$ cat config.mk
export PLATFORM = sky130hd
export DESIGN_NAME = sdram_cap_core
export DESIGN_NICKNAME = d
export VERILOG_FILES = /design/src/logic/sdram_cap_pkg.sv /design/src/logic/sdram_cap_core.sv /design/src/logic/store_fifo.sv
export VERILOG_INCLUDE_DIRS = /design/src /design/src/logic
export SDC_FILE = /design/constraint.sdc
export NUM_CORES = 1
export LEC_CHECK = 0
export BUFFER_PORTS_ARGS = -buffer_cell sky130_fd_sc_hd__buf_2
export CAP_MARGIN = 20
export CORE_MARGIN = 3
export CORE_UTILIZATION = 40
export CTS_CLUSTER_SIZE = 25
export DETAILED_ROUTE_END_ITERATION = 10
export GPL_TIMING_DRIVEN = 0
export HOLD_SLACK_MARGIN = 0.02
export PLACE_DENSITY_LB_ADDON = 0.08
export SLEW_MARGIN = 20
export SYNTH_ARGS = -nofsm -noshare
export SYNTH_HDL_FRONTEND = slang
export SYNTH_SLANG_ARGS = --single-unit
$ cat constraint.sdc
create_clock -name mclk -period 9.7 [get_ports mclk]
set_clock_uncertainty 0.15 [all_clocks]
set_input_delay 2.91 -clock mclk [delete_from_list [all_inputs] [get_ports mclk]]
set_output_delay 2.91 -clock mclk [all_outputs]
set_load 0.1 [all_outputs]
$ cat src/logic/sdram_cap_regs.svh
`ifndef SDRAM_CAP_REGS_SVH
`define SDRAM_CAP_REGS_SVH

// ----------------------------------------
// Clock and timing
// ----------------------------------------
`define CLK_MHZ 40
`define TWR_NS 15
`define TRP_NS 20
// Least times round up, never below one cycle
`define TWR_CYC (((`TWR_NS * `CLK_MHZ + 999) / 1000) < 1 ? 1 : ((`TWR_NS * `CLK_MHZ + 999) / 1000))
`define TRP_CYC (((`TRP_NS * `CLK_MHZ + 999) / 1000) < 1 ? 1 : ((`TRP_NS * `CLK_MHZ + 999) / 1000))

// ----------------------------------------
// Address field positions
// ----------------------------------------
`define AP_BIT 10
`define COL_MSB 7
`define MODE_BL_LSB 0
`define MODE_CL_LSB 4
`define MODE_WBS_BIT 9

// ----------------------------------------
// Reset values and the full-page burst length code
// ----------------------------------------
`define RST_BL 3'h3
`define RST_CL 3'h2
`define FULL_PAGE_BL 3'h7

`endif

$ cat src/logic/sdram_cap_pkg.sv
package sdram_cap_pkg;

   // Gray order along idle, active, recovery, precharge
   typedef enum logic [1:0] {
      BANK_IDLE = 2'h0,
      BANK_ACTIVE = 2'h1,
      BANK_RECOVER = 2'h3,
      BANK_PRECH = 2'h2
   } bank_state_type;

   // Encoded as {ras_n, cas_n, we_n}
   typedef enum logic [2:0] {
      CMD_MRS = 3'h0,
      CMD_REF = 3'h1,
      CMD_PRE = 3'h2,
      CMD_ACT = 3'h3,
      CMD_WRITE = 3'h4,
      CMD_READ = 3'h5,
      CMD_BST = 3'h6,
      CMD_NOP = 3'h7
   } cmd_type;

endpackage : sdram_cap_pkg

$ cat src/logic/sdram_cap_core.sv
// Functional notes
// - A read to another bank ends a running auto-precharge write burst on the clock it is registered.
// - The interrupting read's first word appears the programmed read latency after the read is registered.
// - After an interrupting read the written bank precharges only once write recovery, counted from the read, is met.
// - On a read interruption the last stored word is the one registered a clock before the read; later inputs are ignored.
// - A write to another bank ends a running auto-precharge write burst on the clock it is registered.
// - After an interrupting write the old bank precharges only once write recovery, counted from the new write, is met.
// - On a write interruption the last word of the old bank is the one registered a clock before the new write.
// - A high chip select at the clock edge turns any command into a no-operation.
// - The mode register load is accepted whether it comes before or after the refresh cycles.
// - Address bits eight, nine and eleven are ignored on column commands.
// - An access with auto precharge closes its row by itself when the burst completes.
`include "sdram_cap_regs.svh"

module sdram_cap_core #(
   parameter int FIFO_DEPTH = 16
) (
   input wire logic mclk,
   input wire logic rstn,
   input wire logic cs_n,
   input wire logic ras_n,
   input wire logic cas_n,
   input wire logic we_n,
   input wire logic [1:0] ba,
   input wire logic [11:0] addr,
   input wire logic [15:0] dq_in,
   input wire logic dqm,
   output logic [15:0] dq_out,
   output logic dq_oe,
   output logic rd_req_valid,
   output logic [1:0] rd_req_bank,
   output logic [7:0] rd_req_col,
   input wire logic [15:0] rd_data,
   output logic wr_valid,
   input wire logic wr_ready,
   output logic [1:0] wr_bank,
   output logic [7:0] wr_col,
   output logic [15:0] wr_data,
   output logic wbuf_full
);
   localparam logic [3:0] TWR_LOAD = 4'(`TWR_CYC);
   localparam logic [3:0] TRP_LOAD = 4'(`TRP_CYC);

   // ----------------------------------------
   // State
   // ----------------------------------------
   sdram_cap_pkg::bank_state_type bank_q [4];
   sdram_cap_pkg::bank_state_type bank_d [4];
   logic [3:0] tmr_q [4];
   logic [3:0] tmr_d [4];
   logic [2:0] bl_q, bl_d, cl_q, cl_d;
   logic wbs_q, wbs_d;
   logic bst_act_q, bst_act_d, bst_wr_q, bst_wr_d, bst_ap_q, bst_ap_d;
   logic [1:0] bst_bank_q, bst_bank_d;
   logic [7:0] bst_col_q, bst_col_d;
   logic [8:0] left_q, left_d;
   logic rd_req_q, rd_req_d;
   logic [1:0] rd_bank_q, rd_bank_d;
   logic [7:0] rd_col_q, rd_col_d;
   logic sh_vld_q, sh_vld_d;
   logic [15:0] sh_data_q, sh_data_d;
   logic oe_q, oe_d;
   logic [15:0] dq_q, dq_d;
   logic full_q, full_d;

   sdram_cap_pkg::cmd_type cmd;
   logic push;
   logic [25:0] push_word;
   logic fifo_in_ready;
   logic [25:0] fifo_out;
   logic [7:0] col;
   logic [8:0] burst_words;
   logic end_now;

   function automatic logic [8:0] bl_words(input logic [2:0] code);
      logic [8:0] w;
      w = (code == `FULL_PAGE_BL) ? 9'h100 : (9'h001 << code);
      return w;
   endfunction : bl_words

   // ----------------------------------------
   // Command and bank sequencing
   // ----------------------------------------
   always_comb begin
      // Deselect masks the command
      // chip select gate
      cmd = cs_n ? sdram_cap_pkg::CMD_NOP : sdram_cap_pkg::cmd_type'({ras_n, cas_n, we_n});
      col = addr[`COL_MSB:0];
      bl_d = bl_q;
      cl_d = cl_q;
      wbs_d = wbs_q;
      bst_act_d = bst_act_q;
      bst_wr_d = bst_wr_q;
      bst_ap_d = bst_ap_q;
      bst_bank_d = bst_bank_q;
      bst_col_d = bst_col_q;
      left_d = left_q;
      rd_req_d = 1'b0;
      rd_bank_d = rd_bank_q;
      rd_col_d = rd_col_q;
      push = 1'b0;
      push_word = {bst_bank_q, bst_col_q, dq_in};
      end_now = 1'b0;
      burst_words = bl_words(bl_q);
      for (int b = 0; b < 4; b++) begin
         bank_d[b] = bank_q[b];
         tmr_d[b] = tmr_q[b];
         if (tmr_q[b] > 4'h1) begin
            tmr_d[b] = tmr_q[b] - 4'h1;
         end else if (bank_q[b] == sdram_cap_pkg::BANK_RECOVER) begin
            bank_d[b] = sdram_cap_pkg::BANK_PRECH;
            tmr_d[b] = TRP_LOAD;
         end else if (bank_q[b] == sdram_cap_pkg::BANK_PRECH) begin
            bank_d[b] = sdram_cap_pkg::BANK_IDLE;
            tmr_d[b] = 4'h0;
         end
      end

      // Continue a running burst
      if (bst_act_q) begin
         if (bst_wr_q) begin
            push = !dqm;
         end else begin
            rd_req_d = 1'b1;
            rd_bank_d = bst_bank_q;
            rd_col_d = bst_col_q;
         end
         bst_col_d = bst_col_q + 8'h01;
         left_d = left_q - 9'h001;
         end_now = (left_q == 9'h001);
      end

      unique case (cmd)
         sdram_cap_pkg::CMD_READ, sdram_cap_pkg::CMD_WRITE: begin
            if (bank_q[ba] == sdram_cap_pkg::BANK_ACTIVE) begin
               // old burst stops here, this clock's data is the new command's
               // no word of the old burst pushed now
               push = 1'b0;
               rd_req_d = 1'b0;
               end_now = 1'b0;
               if (bst_act_q && bst_ap_q) begin
                  if (bst_wr_q) begin
                     bank_d[bst_bank_q] = sdram_cap_pkg::BANK_RECOVER;
                     tmr_d[bst_bank_q] = TWR_LOAD;
                  end else begin
                     bank_d[bst_bank_q] = sdram_cap_pkg::BANK_PRECH;
                     tmr_d[bst_bank_q] = TRP_LOAD;
                  end
               end
               bst_wr_d = (cmd == sdram_cap_pkg::CMD_WRITE);
               bst_ap_d = addr[`AP_BIT];
               bst_bank_d = ba;
               bst_col_d = col + 8'h01;
               if (cmd == sdram_cap_pkg::CMD_WRITE) begin
                  push = !dqm;
                  push_word = {ba, col, dq_in};
                  if (wbs_q) begin
                     burst_words = 9'h001;
                  end
               end else begin
                  rd_req_d = 1'b1;
                  rd_bank_d = ba;
                  rd_col_d = col;
               end
               left_d = burst_words - 9'h001;
               bst_act_d = (burst_words != 9'h001);
               if (burst_words == 9'h001 && addr[`AP_BIT]) begin
                  bank_d[ba] = (cmd == sdram_cap_pkg::CMD_WRITE) ? sdram_cap_pkg::BANK_RECOVER
                                                                 : sdram_cap_pkg::BANK_PRECH;
                  tmr_d[ba] = (cmd == sdram_cap_pkg::CMD_WRITE) ? TWR_LOAD : TRP_LOAD;
               end
            end
         end
         sdram_cap_pkg::CMD_ACT: begin
            if (bank_q[ba] == sdram_cap_pkg::BANK_IDLE) begin
               bank_d[ba] = sdram_cap_pkg::BANK_ACTIVE;
            end
         end
         sdram_cap_pkg::CMD_PRE: begin
            for (int b = 0; b < 4; b++) begin
               if ((addr[`AP_BIT] || ba == 2'(b)) && bank_q[b] == sdram_cap_pkg::BANK_ACTIVE) begin
                  bank_d[b] = sdram_cap_pkg::BANK_PRECH;
                  tmr_d[b] = TRP_LOAD;
               end
            end
            if (bst_act_q && (addr[`AP_BIT] || ba == bst_bank_q)) begin
               bst_act_d = 1'b0;
               push = 1'b0;
               rd_req_d = 1'b0;
            end
         end
         sdram_cap_pkg::CMD_BST: begin
            bst_act_d = 1'b0;
            push = 1'b0;
            rd_req_d = 1'b0;
         end
         sdram_cap_pkg::CMD_MRS: begin
            bl_d = addr[`MODE_BL_LSB +: 3];
            cl_d = addr[`MODE_CL_LSB +: 3];
            wbs_d = addr[`MODE_WBS_BIT];
         end
         sdram_cap_pkg::CMD_REF, sdram_cap_pkg::CMD_NOP: begin
         end
      endcase

      if (end_now) begin
         bst_act_d = 1'b0;
         if (bst_ap_q) begin
            bank_d[bst_bank_q] = bst_wr_q ? sdram_cap_pkg::BANK_RECOVER : sdram_cap_pkg::BANK_PRECH;
            tmr_d[bst_bank_q] = bst_wr_q ? TWR_LOAD : TRP_LOAD;
         end
      end
      // Words that find the buffer full are lost; wbuf_full warns the controller
      push = push && fifo_in_ready;
      full_d = !fifo_in_ready;
   end

   // ----------------------------------------
   // Read data latency
   // ----------------------------------------
   always_comb begin
      sh_vld_d = rd_req_q;
      sh_data_d = rd_data;
      // latency two taps the array directly, three via one stage
      if (cl_q == 3'h2) begin
         oe_d = rd_req_q;
         dq_d = rd_req_q ? rd_data : dq_q;
      end else begin
         oe_d = sh_vld_q;
         dq_d = sh_vld_q ? sh_data_q : dq_q;
      end
   end

   always_ff @(posedge mclk) begin
      if (!rstn) begin
         for (int b = 0; b < 4; b++) begin
            bank_q[b] <= sdram_cap_pkg::BANK_IDLE;
            tmr_q[b] <= 4'h0;
         end
         bl_q <= `RST_BL;
         cl_q <= `RST_CL;
         wbs_q <= 1'b0;
         bst_act_q <= 1'b0;
         bst_wr_q <= 1'b0;
         bst_ap_q <= 1'b0;
         bst_bank_q <= 2'h0;
         bst_col_q <= 8'h00;
         left_q <= 9'h000;
         rd_req_q <= 1'b0;
         rd_bank_q <= 2'h0;
         rd_col_q <= 8'h00;
         sh_vld_q <= 1'b0;
         sh_data_q <= 16'h0000;
         oe_q <= 1'b0;
         dq_q <= 16'h0000;
         full_q <= 1'b0;
      end else begin
         for (int b = 0; b < 4; b++) begin
            bank_q[b] <= bank_d[b];
            tmr_q[b] <= tmr_d[b];
         end
         bl_q <= bl_d;
         cl_q <= cl_d;
         wbs_q <= wbs_d;
         bst_act_q <= bst_act_d;
         bst_wr_q <= bst_wr_d;
         bst_ap_q <= bst_ap_d;
         bst_bank_q <= bst_bank_d;
         bst_col_q <= bst_col_d;
         left_q <= left_d;
         rd_req_q <= rd_req_d;
         rd_bank_q <= rd_bank_d;
         rd_col_q <= rd_col_d;
         sh_vld_q <= sh_vld_d;
         sh_data_q <= sh_data_d;
         oe_q <= oe_d;
         dq_q <= dq_d;
         full_q <= full_d;
      end
   end

   // ----------------------------------------
   // Write buffer toward the array
   // ----------------------------------------
   store_fifo #(.WIDTH(26), .DEPTH(FIFO_DEPTH)) u_store_fifo (
      .mclk(mclk),
      .rstn(rstn),
      .in_valid(push),
      .in_ready(fifo_in_ready),
      .in_data(push_word),
      .out_valid(wr_valid),
      .out_ready(wr_ready),
      .out_data(fifo_out)
   );

   assign wr_bank = fifo_out[25:24];
   assign wr_col = fifo_out[23:16];
   assign wr_data = fifo_out[15:0];
   assign dq_out = dq_q;
   assign dq_oe = oe_q;
   assign rd_req_valid = rd_req_q;
   assign rd_req_bank = rd_bank_q;
   assign rd_req_col = rd_col_q;
   assign wbuf_full = full_q;
endmodule : sdram_cap_core

$ cat src/logic/store_fifo.sv
module store_fifo #(
   parameter int WIDTH = 26,
   parameter int DEPTH = 16
) (
   input wire logic mclk,
   input wire logic rstn,
   input wire logic in_valid,
   output logic in_ready,
   input wire logic [WIDTH-1:0] in_data,
   output logic out_valid,
   input wire logic out_ready,
   output logic [WIDTH-1:0] out_data
);
   localparam int AW = $clog2(DEPTH);

   logic [WIDTH-1:0] mem_q [DEPTH];
   logic [AW-1:0] wr_ptr_q, wr_ptr_d, rd_ptr_q, rd_ptr_d;
   logic [AW:0] count_q, count_d;
   logic out_valid_q, out_valid_d;
   logic [WIDTH-1:0] out_data_q, out_data_d;
   logic push, pop;

   // Output stage is a register so out_valid and out_data come from flops
   always_comb begin
      push = in_valid && (count_q != (AW + 1)'(DEPTH));
      pop = (count_q != '0) && (!out_valid_q || out_ready);
      wr_ptr_d = push ? wr_ptr_q + 1'b1 : wr_ptr_q;
      rd_ptr_d = pop ? rd_ptr_q + 1'b1 : rd_ptr_q;
      count_d = count_q + (AW + 1)'(push) - (AW + 1)'(pop);
      out_valid_d = pop ? 1'b1 : (out_ready ? 1'b0 : out_valid_q);
      out_data_d = pop ? mem_q[rd_ptr_q] : out_data_q;
   end

   always_ff @(posedge mclk) begin
      if (!rstn) begin
         wr_ptr_q <= '0;
         rd_ptr_q <= '0;
         count_q <= '0;
         out_valid_q <= 1'b0;
         out_data_q <= '0;
      end else begin
         wr_ptr_q <= wr_ptr_d;
         rd_ptr_q <= rd_ptr_d;
         count_q <= count_d;
         out_valid_q <= out_valid_d;
         out_data_q <= out_data_d;
      end
      if (push) begin
         mem_q[wr_ptr_q] <= in_data;
      end
   end

   assign in_ready = (count_q != (AW + 1)'(DEPTH));
   assign out_valid = out_valid_q;
   assign out_data = out_data_q;
endmodule : store_fifo

### Word level (Yosys, flattened, before mapping)

Memories as Yosys holds them, arrays and structs flattened. A register that Yosys moved wholly into a read port is not among the register bits.
Index checks and enable logic that the tools add are counted.

* magnitude comparators: 8
* bitwise logic cells: 26
* mux-type cells: 123
* reductions and logical operators: 34
* shift-type cells: 1
* add/sub/neg operators: 12
* equal/unequal tests: 31

Operators with widths (number)
* $mux 16: 10
* $mux 8: 17
* $mux 4: 22
* $mux 26: 3
* $mux 9: 8
* $mux 2: 27
* $and 12x12->12: 3
* $pmux 16 s2: 1
* $mux 1: 24
* $not 12->12: 2
* $pmux 8 s3: 1
* $eq 2x2->1 const B: 10
* $or 4x4->4: 5
* $eq 9x1->1 const B: 2
* $sub 9x1->9 const B: 2
* $add 8x1->8 const B: 2
* $bwmux 8: 2
* $demux 4 s2: 2
* $gt 4x1->1 const B: 4
* $sub 4x1->4 const B: 4
* $eq 2x1->1 const B: 6
* $eq 3x3->1 const B: 4
* $logic_and 1x1->1: 12
* $eq 3x2->1 const B: 3
* other kinds (29): 59

* output and inout bits: 56
* memories kept: 3
* flip-flop bits (word level): 89
* RAM bits: 440

Memory list
* u_store_fifo.mem_q: words 16, width 26, rd ports 1, clocked after Yosys merged registers in 1, write ports 1, line store_fifo.sv:16 `logic [WIDTH-1:0] mem_q [DEPTH];`
* tmr_q: words 4, width 4, rd ports 4, clocked after Yosys merged registers in 0, write ports 4, line sdram_cap_core.sv:49 `logic [3:0] tmr_q [4];`
* bank_q: words 4, width 2, rd ports 5, clocked after Yosys merged registers in 0, write ports 4, line sdram_cap_core.sv:47 `sdram_cap_pkg::bank_state_type bank_q [4];`

### Logic depth before layout (Yosys ltp)

* word-level depth: 19
* gate-level depth with buffers: 13

### Modules after synthesis

Synthesis repeated with hierarchy kept, for this count alone.

* cells, all modules: 1414
* area, all modules: 22577.9 um^2

By module, submodules not included
* store_fifo: cells an instance 797, instances 1, sequential area each 13292.7 um^2, area an instance 17339.1 um^2
* sdram_cap_core: cells an instance 617, instances 1, sequential area each 1981.9 um^2, area an instance 5238.8 um^2

### Worst setup path after synthesis

OpenSTA, ideal clock, no wires.

* kind: input to register
* start: input cs_n
* end: memory u_store_fifo.mem_q[11][0] (enable)
* stages: 8
* buffers on the path: 2
* data arrival time: 6127 ps
* setup time: 442 ps
* setup slack: 2982 ps
* data required time: 9108 ps
* cells stage by stage: buf_6 > or4b_4 > a211oi_2 > o211ai_1 > a31oi_1 > buf_4 > nand2_2 > nor3_1

* cells in the longest elaborated chain, start to end: 9
* elaborated cells on any way between the ends: 13
* those cells by class: eq/ne (4); mux (6); reduce/logical (3)

RTL lines
* from (decl): line sdram_cap_core.sv:20 `input wire logic cs_n,`
* $mux 3 *: line sdram_cap_core.sv:87 `cmd = cs_n ? sdram_cap_pkg::CMD_NOP : sdram_cap_pkg::cmd_type'({ras_n, cas_n, we_n});`
* $eq 3x3->1: line sdram_cap_core.sv:133, sdram_cap_core.sv:154
* $mux 1: line sdram_cap_core.sv:154 `if (cmd == sdram_cap_pkg::CMD_WRITE) begin`
* $mux 1: line sdram_cap_core.sv:135 `if (bank_q[ba] == sdram_cap_pkg::BANK_ACTIVE) begin`
* $pmux 1 s3 *: line sdram_cap_core.sv:133 `unique case (cmd)`
* $logic_and 1x1->1 *: line sdram_cap_core.sv:214 `push = push && fifo_in_ready;`
* $logic_and 1x1->1 *: line store_fifo.sv:25 `push = in_valid && (count_q != (AW + 1)'(DEPTH));`
* $mux 1 *: line store_fifo.sv:48 `if (push) begin`
* $mux 1 (not written as such) *: line store_fifo.sv:49 `mem_q[wr_ptr_q] <= in_data;`
* to (decl): line store_fifo.sv:16

Mark *: on every way between the ends. The rest lies on a longest branch, timed or not.

### Worst setup path after layout

* start: input cas_n
* end: memory u_store_fifo.mem_q[3][12] (enable)

* cells in the longest elaborated chain, start to end: 9
* elaborated cells on any way between the ends: 13
* those cells by class: eq/ne (4); mux (6); reduce/logical (3)

RTL lines
* from (decl): line sdram_cap_core.sv:22 `input wire logic cas_n,`
* $mux 3 *: line sdram_cap_core.sv:87
* $eq 3x3->1: line sdram_cap_core.sv:133, sdram_cap_core.sv:154
* $mux 1: line sdram_cap_core.sv:154
* $mux 1: line sdram_cap_core.sv:135
* $pmux 1 s3 *: line sdram_cap_core.sv:133
* $logic_and 1x1->1 *: line sdram_cap_core.sv:214
* $logic_and 1x1->1 *: line store_fifo.sv:25
* $mux 1 *: line store_fifo.sv:48
* $mux 1 (not written as such) *: line store_fifo.sv:49

Marks and branches as above.

==> out/metrics.yaml <==
place:
  place.gp.congestion: 0.830
  placed_cell_area_sq_um: 24500
  portBuffers: 104
  dpl.hpwl_um: 37000
worst_setup_path:
  reg2reg_depth: 13
  worstReg2RegEnd: "u_store_fifo.count_q[4]"
  crit_fanout: 10
  worstPathArrival_ps: 5900
  crit_slowest_cell: "nor4b_1"
  r2r-start: "u_store_fifo.count_q[3]"
  max_stage_delay_ps: 640
  crit_path_end_kind: "flop"
  crit_top_cell: "buf_4"
  worst_ep_required_time_ps: 9870
  cp-start-kind: "input port"
  critical-path-top-delay-family: "simple AND/OR/NAND/NOR gates"
  crit_chain: "buf_2 -> clkbuf_1 -> nor4b_1 -> nand2_1 -> a31oi_1 -> buf_4 -> nand2_2 -> nor3_2 -> buf_4 -> buf_4"
  crit_type: "input port to flop"
  reg2reg_slack_ps: 6110
  worst-path-buf-inv: 5
hold_path:
  hold_class: "flop to flop"
  whs_endpoint: "cl_q[0]"
  min_from: "cl_q[0]"
  hold_path_depth: 2
global_routing:
  grt_pass1_wl_um: 86500
  grt.overflow.total: 0
  grt_max_degree: 21
  grt_pass1_vias: 13400
  antenna_found_initial: 0
  grt_use_total: 0.193
cts:
  htree_levels: 2
  clockRootBuffer: "clkbuf_16"
  cts-resized-gates: 0
  clk_pin_slew_ps: 60
  cts_buffer_depth: 3
  holdBufCountCts: 0
  cts_tree: "yes"
  insertion_delay_ps: 620
  cts_sinks: 555
  cts_setup_buffers: 0
  cts_buffers: 58
logic_synthesis:
  synth_edf_count: 416
  syn_area_per_cell_sq_um: 15.8
  async_reset_ff_frac: 0
  yosysTopAreaCell: "edfxtp_1"
  synth_seq_cells: 555
  yosys-top-cells-area: "edfxtp_1 55%, dfxtp_1 12%, mux4_2 11%, mux2i_1 2.7%, nor2_1 2.1%"
  syn_area_sq_um: 22600
  synth_fp_nets: 1513
  yosysMostFrequentCell: "edfxtp_1"
  synth.yosys.seq_area_share: 0.676
  synth_cells: 1433
  synth_cell_types: 60
  synthTopCellsByCount: "416 x edfxtp_1, 139 x dfxtp_1, 124 x nor2_1"
  synthFlopType: "edfxtp_1"
  synth_top_area_frac: 0.553
  yosys_warnings: 0
routing:
  ant_nets: 0
  firstDrtPassIters: 5
  drt-total-wl_um: 56700
  drc: 0
  viasPerCell: 5.41
  first_iter_violations: 940
  vias: 13100
  wl_per_cell_um: 23.5
power_and_ir_drop:
  p_per_area_nw_per_um2: 242
  leakage_nw: 9.08
  power.total_mw: 6.33
  ir_drop_mv: 0.137
finish:
  multi_input_area_sq_um: 6890
  fillers: 4928
  nets: 1699
  syn2layout_area_growth_pct: 15.9
  register_area_sq_um: 15300
  drive_gt1_frac: 0.239
  finalInstanceArea_sq_um: 26200
timing:
  setup_viol: 0
  max_freq_ghz: 0.175
  slew_violations: 0
  finalHoldViolations: 0
  hold_ws_ps: 311
  period_minus_slack_ps: 5730
  worst_slew_pin_slew_ps: 1020
  rsz0062_at_grt: "no"
  period_share: 0.591
  maxSlewHeadroom: 0.320
  setup_tns_ps: 0
floorplanning:
  initial_core_util: 0.407
  fp.dieArea_sq_um: 59400
  core_sq_um: 55500
  die_y_um: 244
  die_w_um: 244
  rows: 86
  design.portCount: 110
run:
  cap_violations: 0
outcome:
  outcome: "completed"
layout by cell type, fill, tap and decap left out, types with 14 or more instances in the layout:
master | Yosys | final
ha_1 | 25 | 25
and2_1 | 23 | 23
clkbuf_1 | 53 | 82
clkbuf_16 | 0 | 58
a211oi_1 | 41 | 41
nor2_1 | 124 | 124
mux4_2 | 106 | 106
nor3_1 | 18 | 16
nand3_1 | 21 | 21
buf_2 | 20 | 124
a221oi_1 | 28 | 28
inv_1 | 30 | 30
o21ai_0 | 27 | 27
mux2_2 | 38 | 38
xnor2_1 | 16 | 16
mux2i_1 | 61 | 61
nand2_1 | 54 | 54
xor2_1 | 16 | 16
dfxtp_1 | 139 | 139
edfxtp_1 | 416 | 416
a21oi_1 | 37 | 37
and3_2 | 0 | 14
area by class of cell:
type                            count  area share
Inverter                           31     0.00444
Sequential cell                   555       0.583
Multi-Input combinational cell    762       0.263
Clock inverter                     18     0.00430
Antenna cell                        1   0.0000955
Buffer                             85      0.0138
Clock buffer                       90      0.0612
Tap cell                          748      0.0357
Timing Repair Buffer              126      0.0343
report_power, final:
group,total (mW),switching [mW],leakage [nW],internal [mW]
clock,2.04,0.905,0.834,1.13
combinational,1.60,1.01,3.18,0.595
sequential,2.70,0.0653,5.07,2.63
total,6.33,1.98,9.08,4.36
worst register-to-register path: stages, from the launching register on:
cell	delay, ps
dfxtp_1	320
inv_1	80
ha_1	160
nand3_1	130
o21ai_1	560
inv_1	360
ha_1	380
inv_1	40
ha_1	210
fa_1	430
a21oi_1	160
nor2_1	70
or3_1	340
a21oi_1	140
worst max-delay path by stage:
| stage | from | depth (start not counted) | slack [ps] | to |
|---|---|---|---|---|
| floorplan | cs_n | 8 | 2980 | u_store_fifo.mem_q[11][0] |
| global placement | cas_n | 8 | 80 | u_store_fifo.mem_q[3][14] |
| detailed placement | we_n | 10 | 3360 | u_store_fifo.mem_q[3][14] |
| CTS | cas_n | 10 | 4020 | u_store_fifo.mem_q[3][11] |
| global route | cas_n | 12 | 3870 | tmr_q[3][3] |
| finish | cas_n | 10 | 3970 | u_store_fifo.mem_q[3][12] |
routing by layer:
| metal | GRT usage | part of all wire | vias up | wire length (um) |
|---|---|---|---|---|
| li1 | - | - | 5942 | - |
| met1 | 0.276 | 0.47 | 6806 | 26600 |
| met2 | 0.314 | 0.48 | 255 | 27000 |
| met3 | 0.0295 | 0.037 | 77 | 2070 |
| met4 | 0.0395 | 0.017 | 0 | 969 |
| met5 | 0 | 0 | - | 0 |
through the flow:
| stage | util | cells | worst slack (ps) |
|---|---|---|---|
| 6_report | 0.472 | 2416 | 3970 |
| 5_1_grt | 0.472 | 2415 | 3870 |
| 4_1_cts | 0.472 | 2415 | 4020 |
| 3_5_place_dp | 0.441 | 2307 | 3360 |
| 3_3_place_gp | 0.433 | 2285 | 76.5 |
| 2_1_floorplan | - | 1433 | 2980 |
sequential cells by signal, summed over array words and instances, names as in the netlist, 8 cells and up:
register and flops:
rd_req_col 8, bst_col_q 8, tmr_q 16, dq_out 16, bank_q 8, left_q 9
sh_data_q 16, u_store_fifo.mem_q 416, u_store_fifo.out_data 26
kinds of logic after synthesis:
kind of cell | count (synthesis) | synth area share
buf+inv | 116 | 0.0210
mux | 205 | 0.152
xor+xnor | 32 | 0.0124
compound gates | 174 | 0.0529
fa+ha+maj | 26 | 0.0147
simple gates | 325 | 0.0716
flops | 555 | 0.676
(Power assumes the default switching activity.)
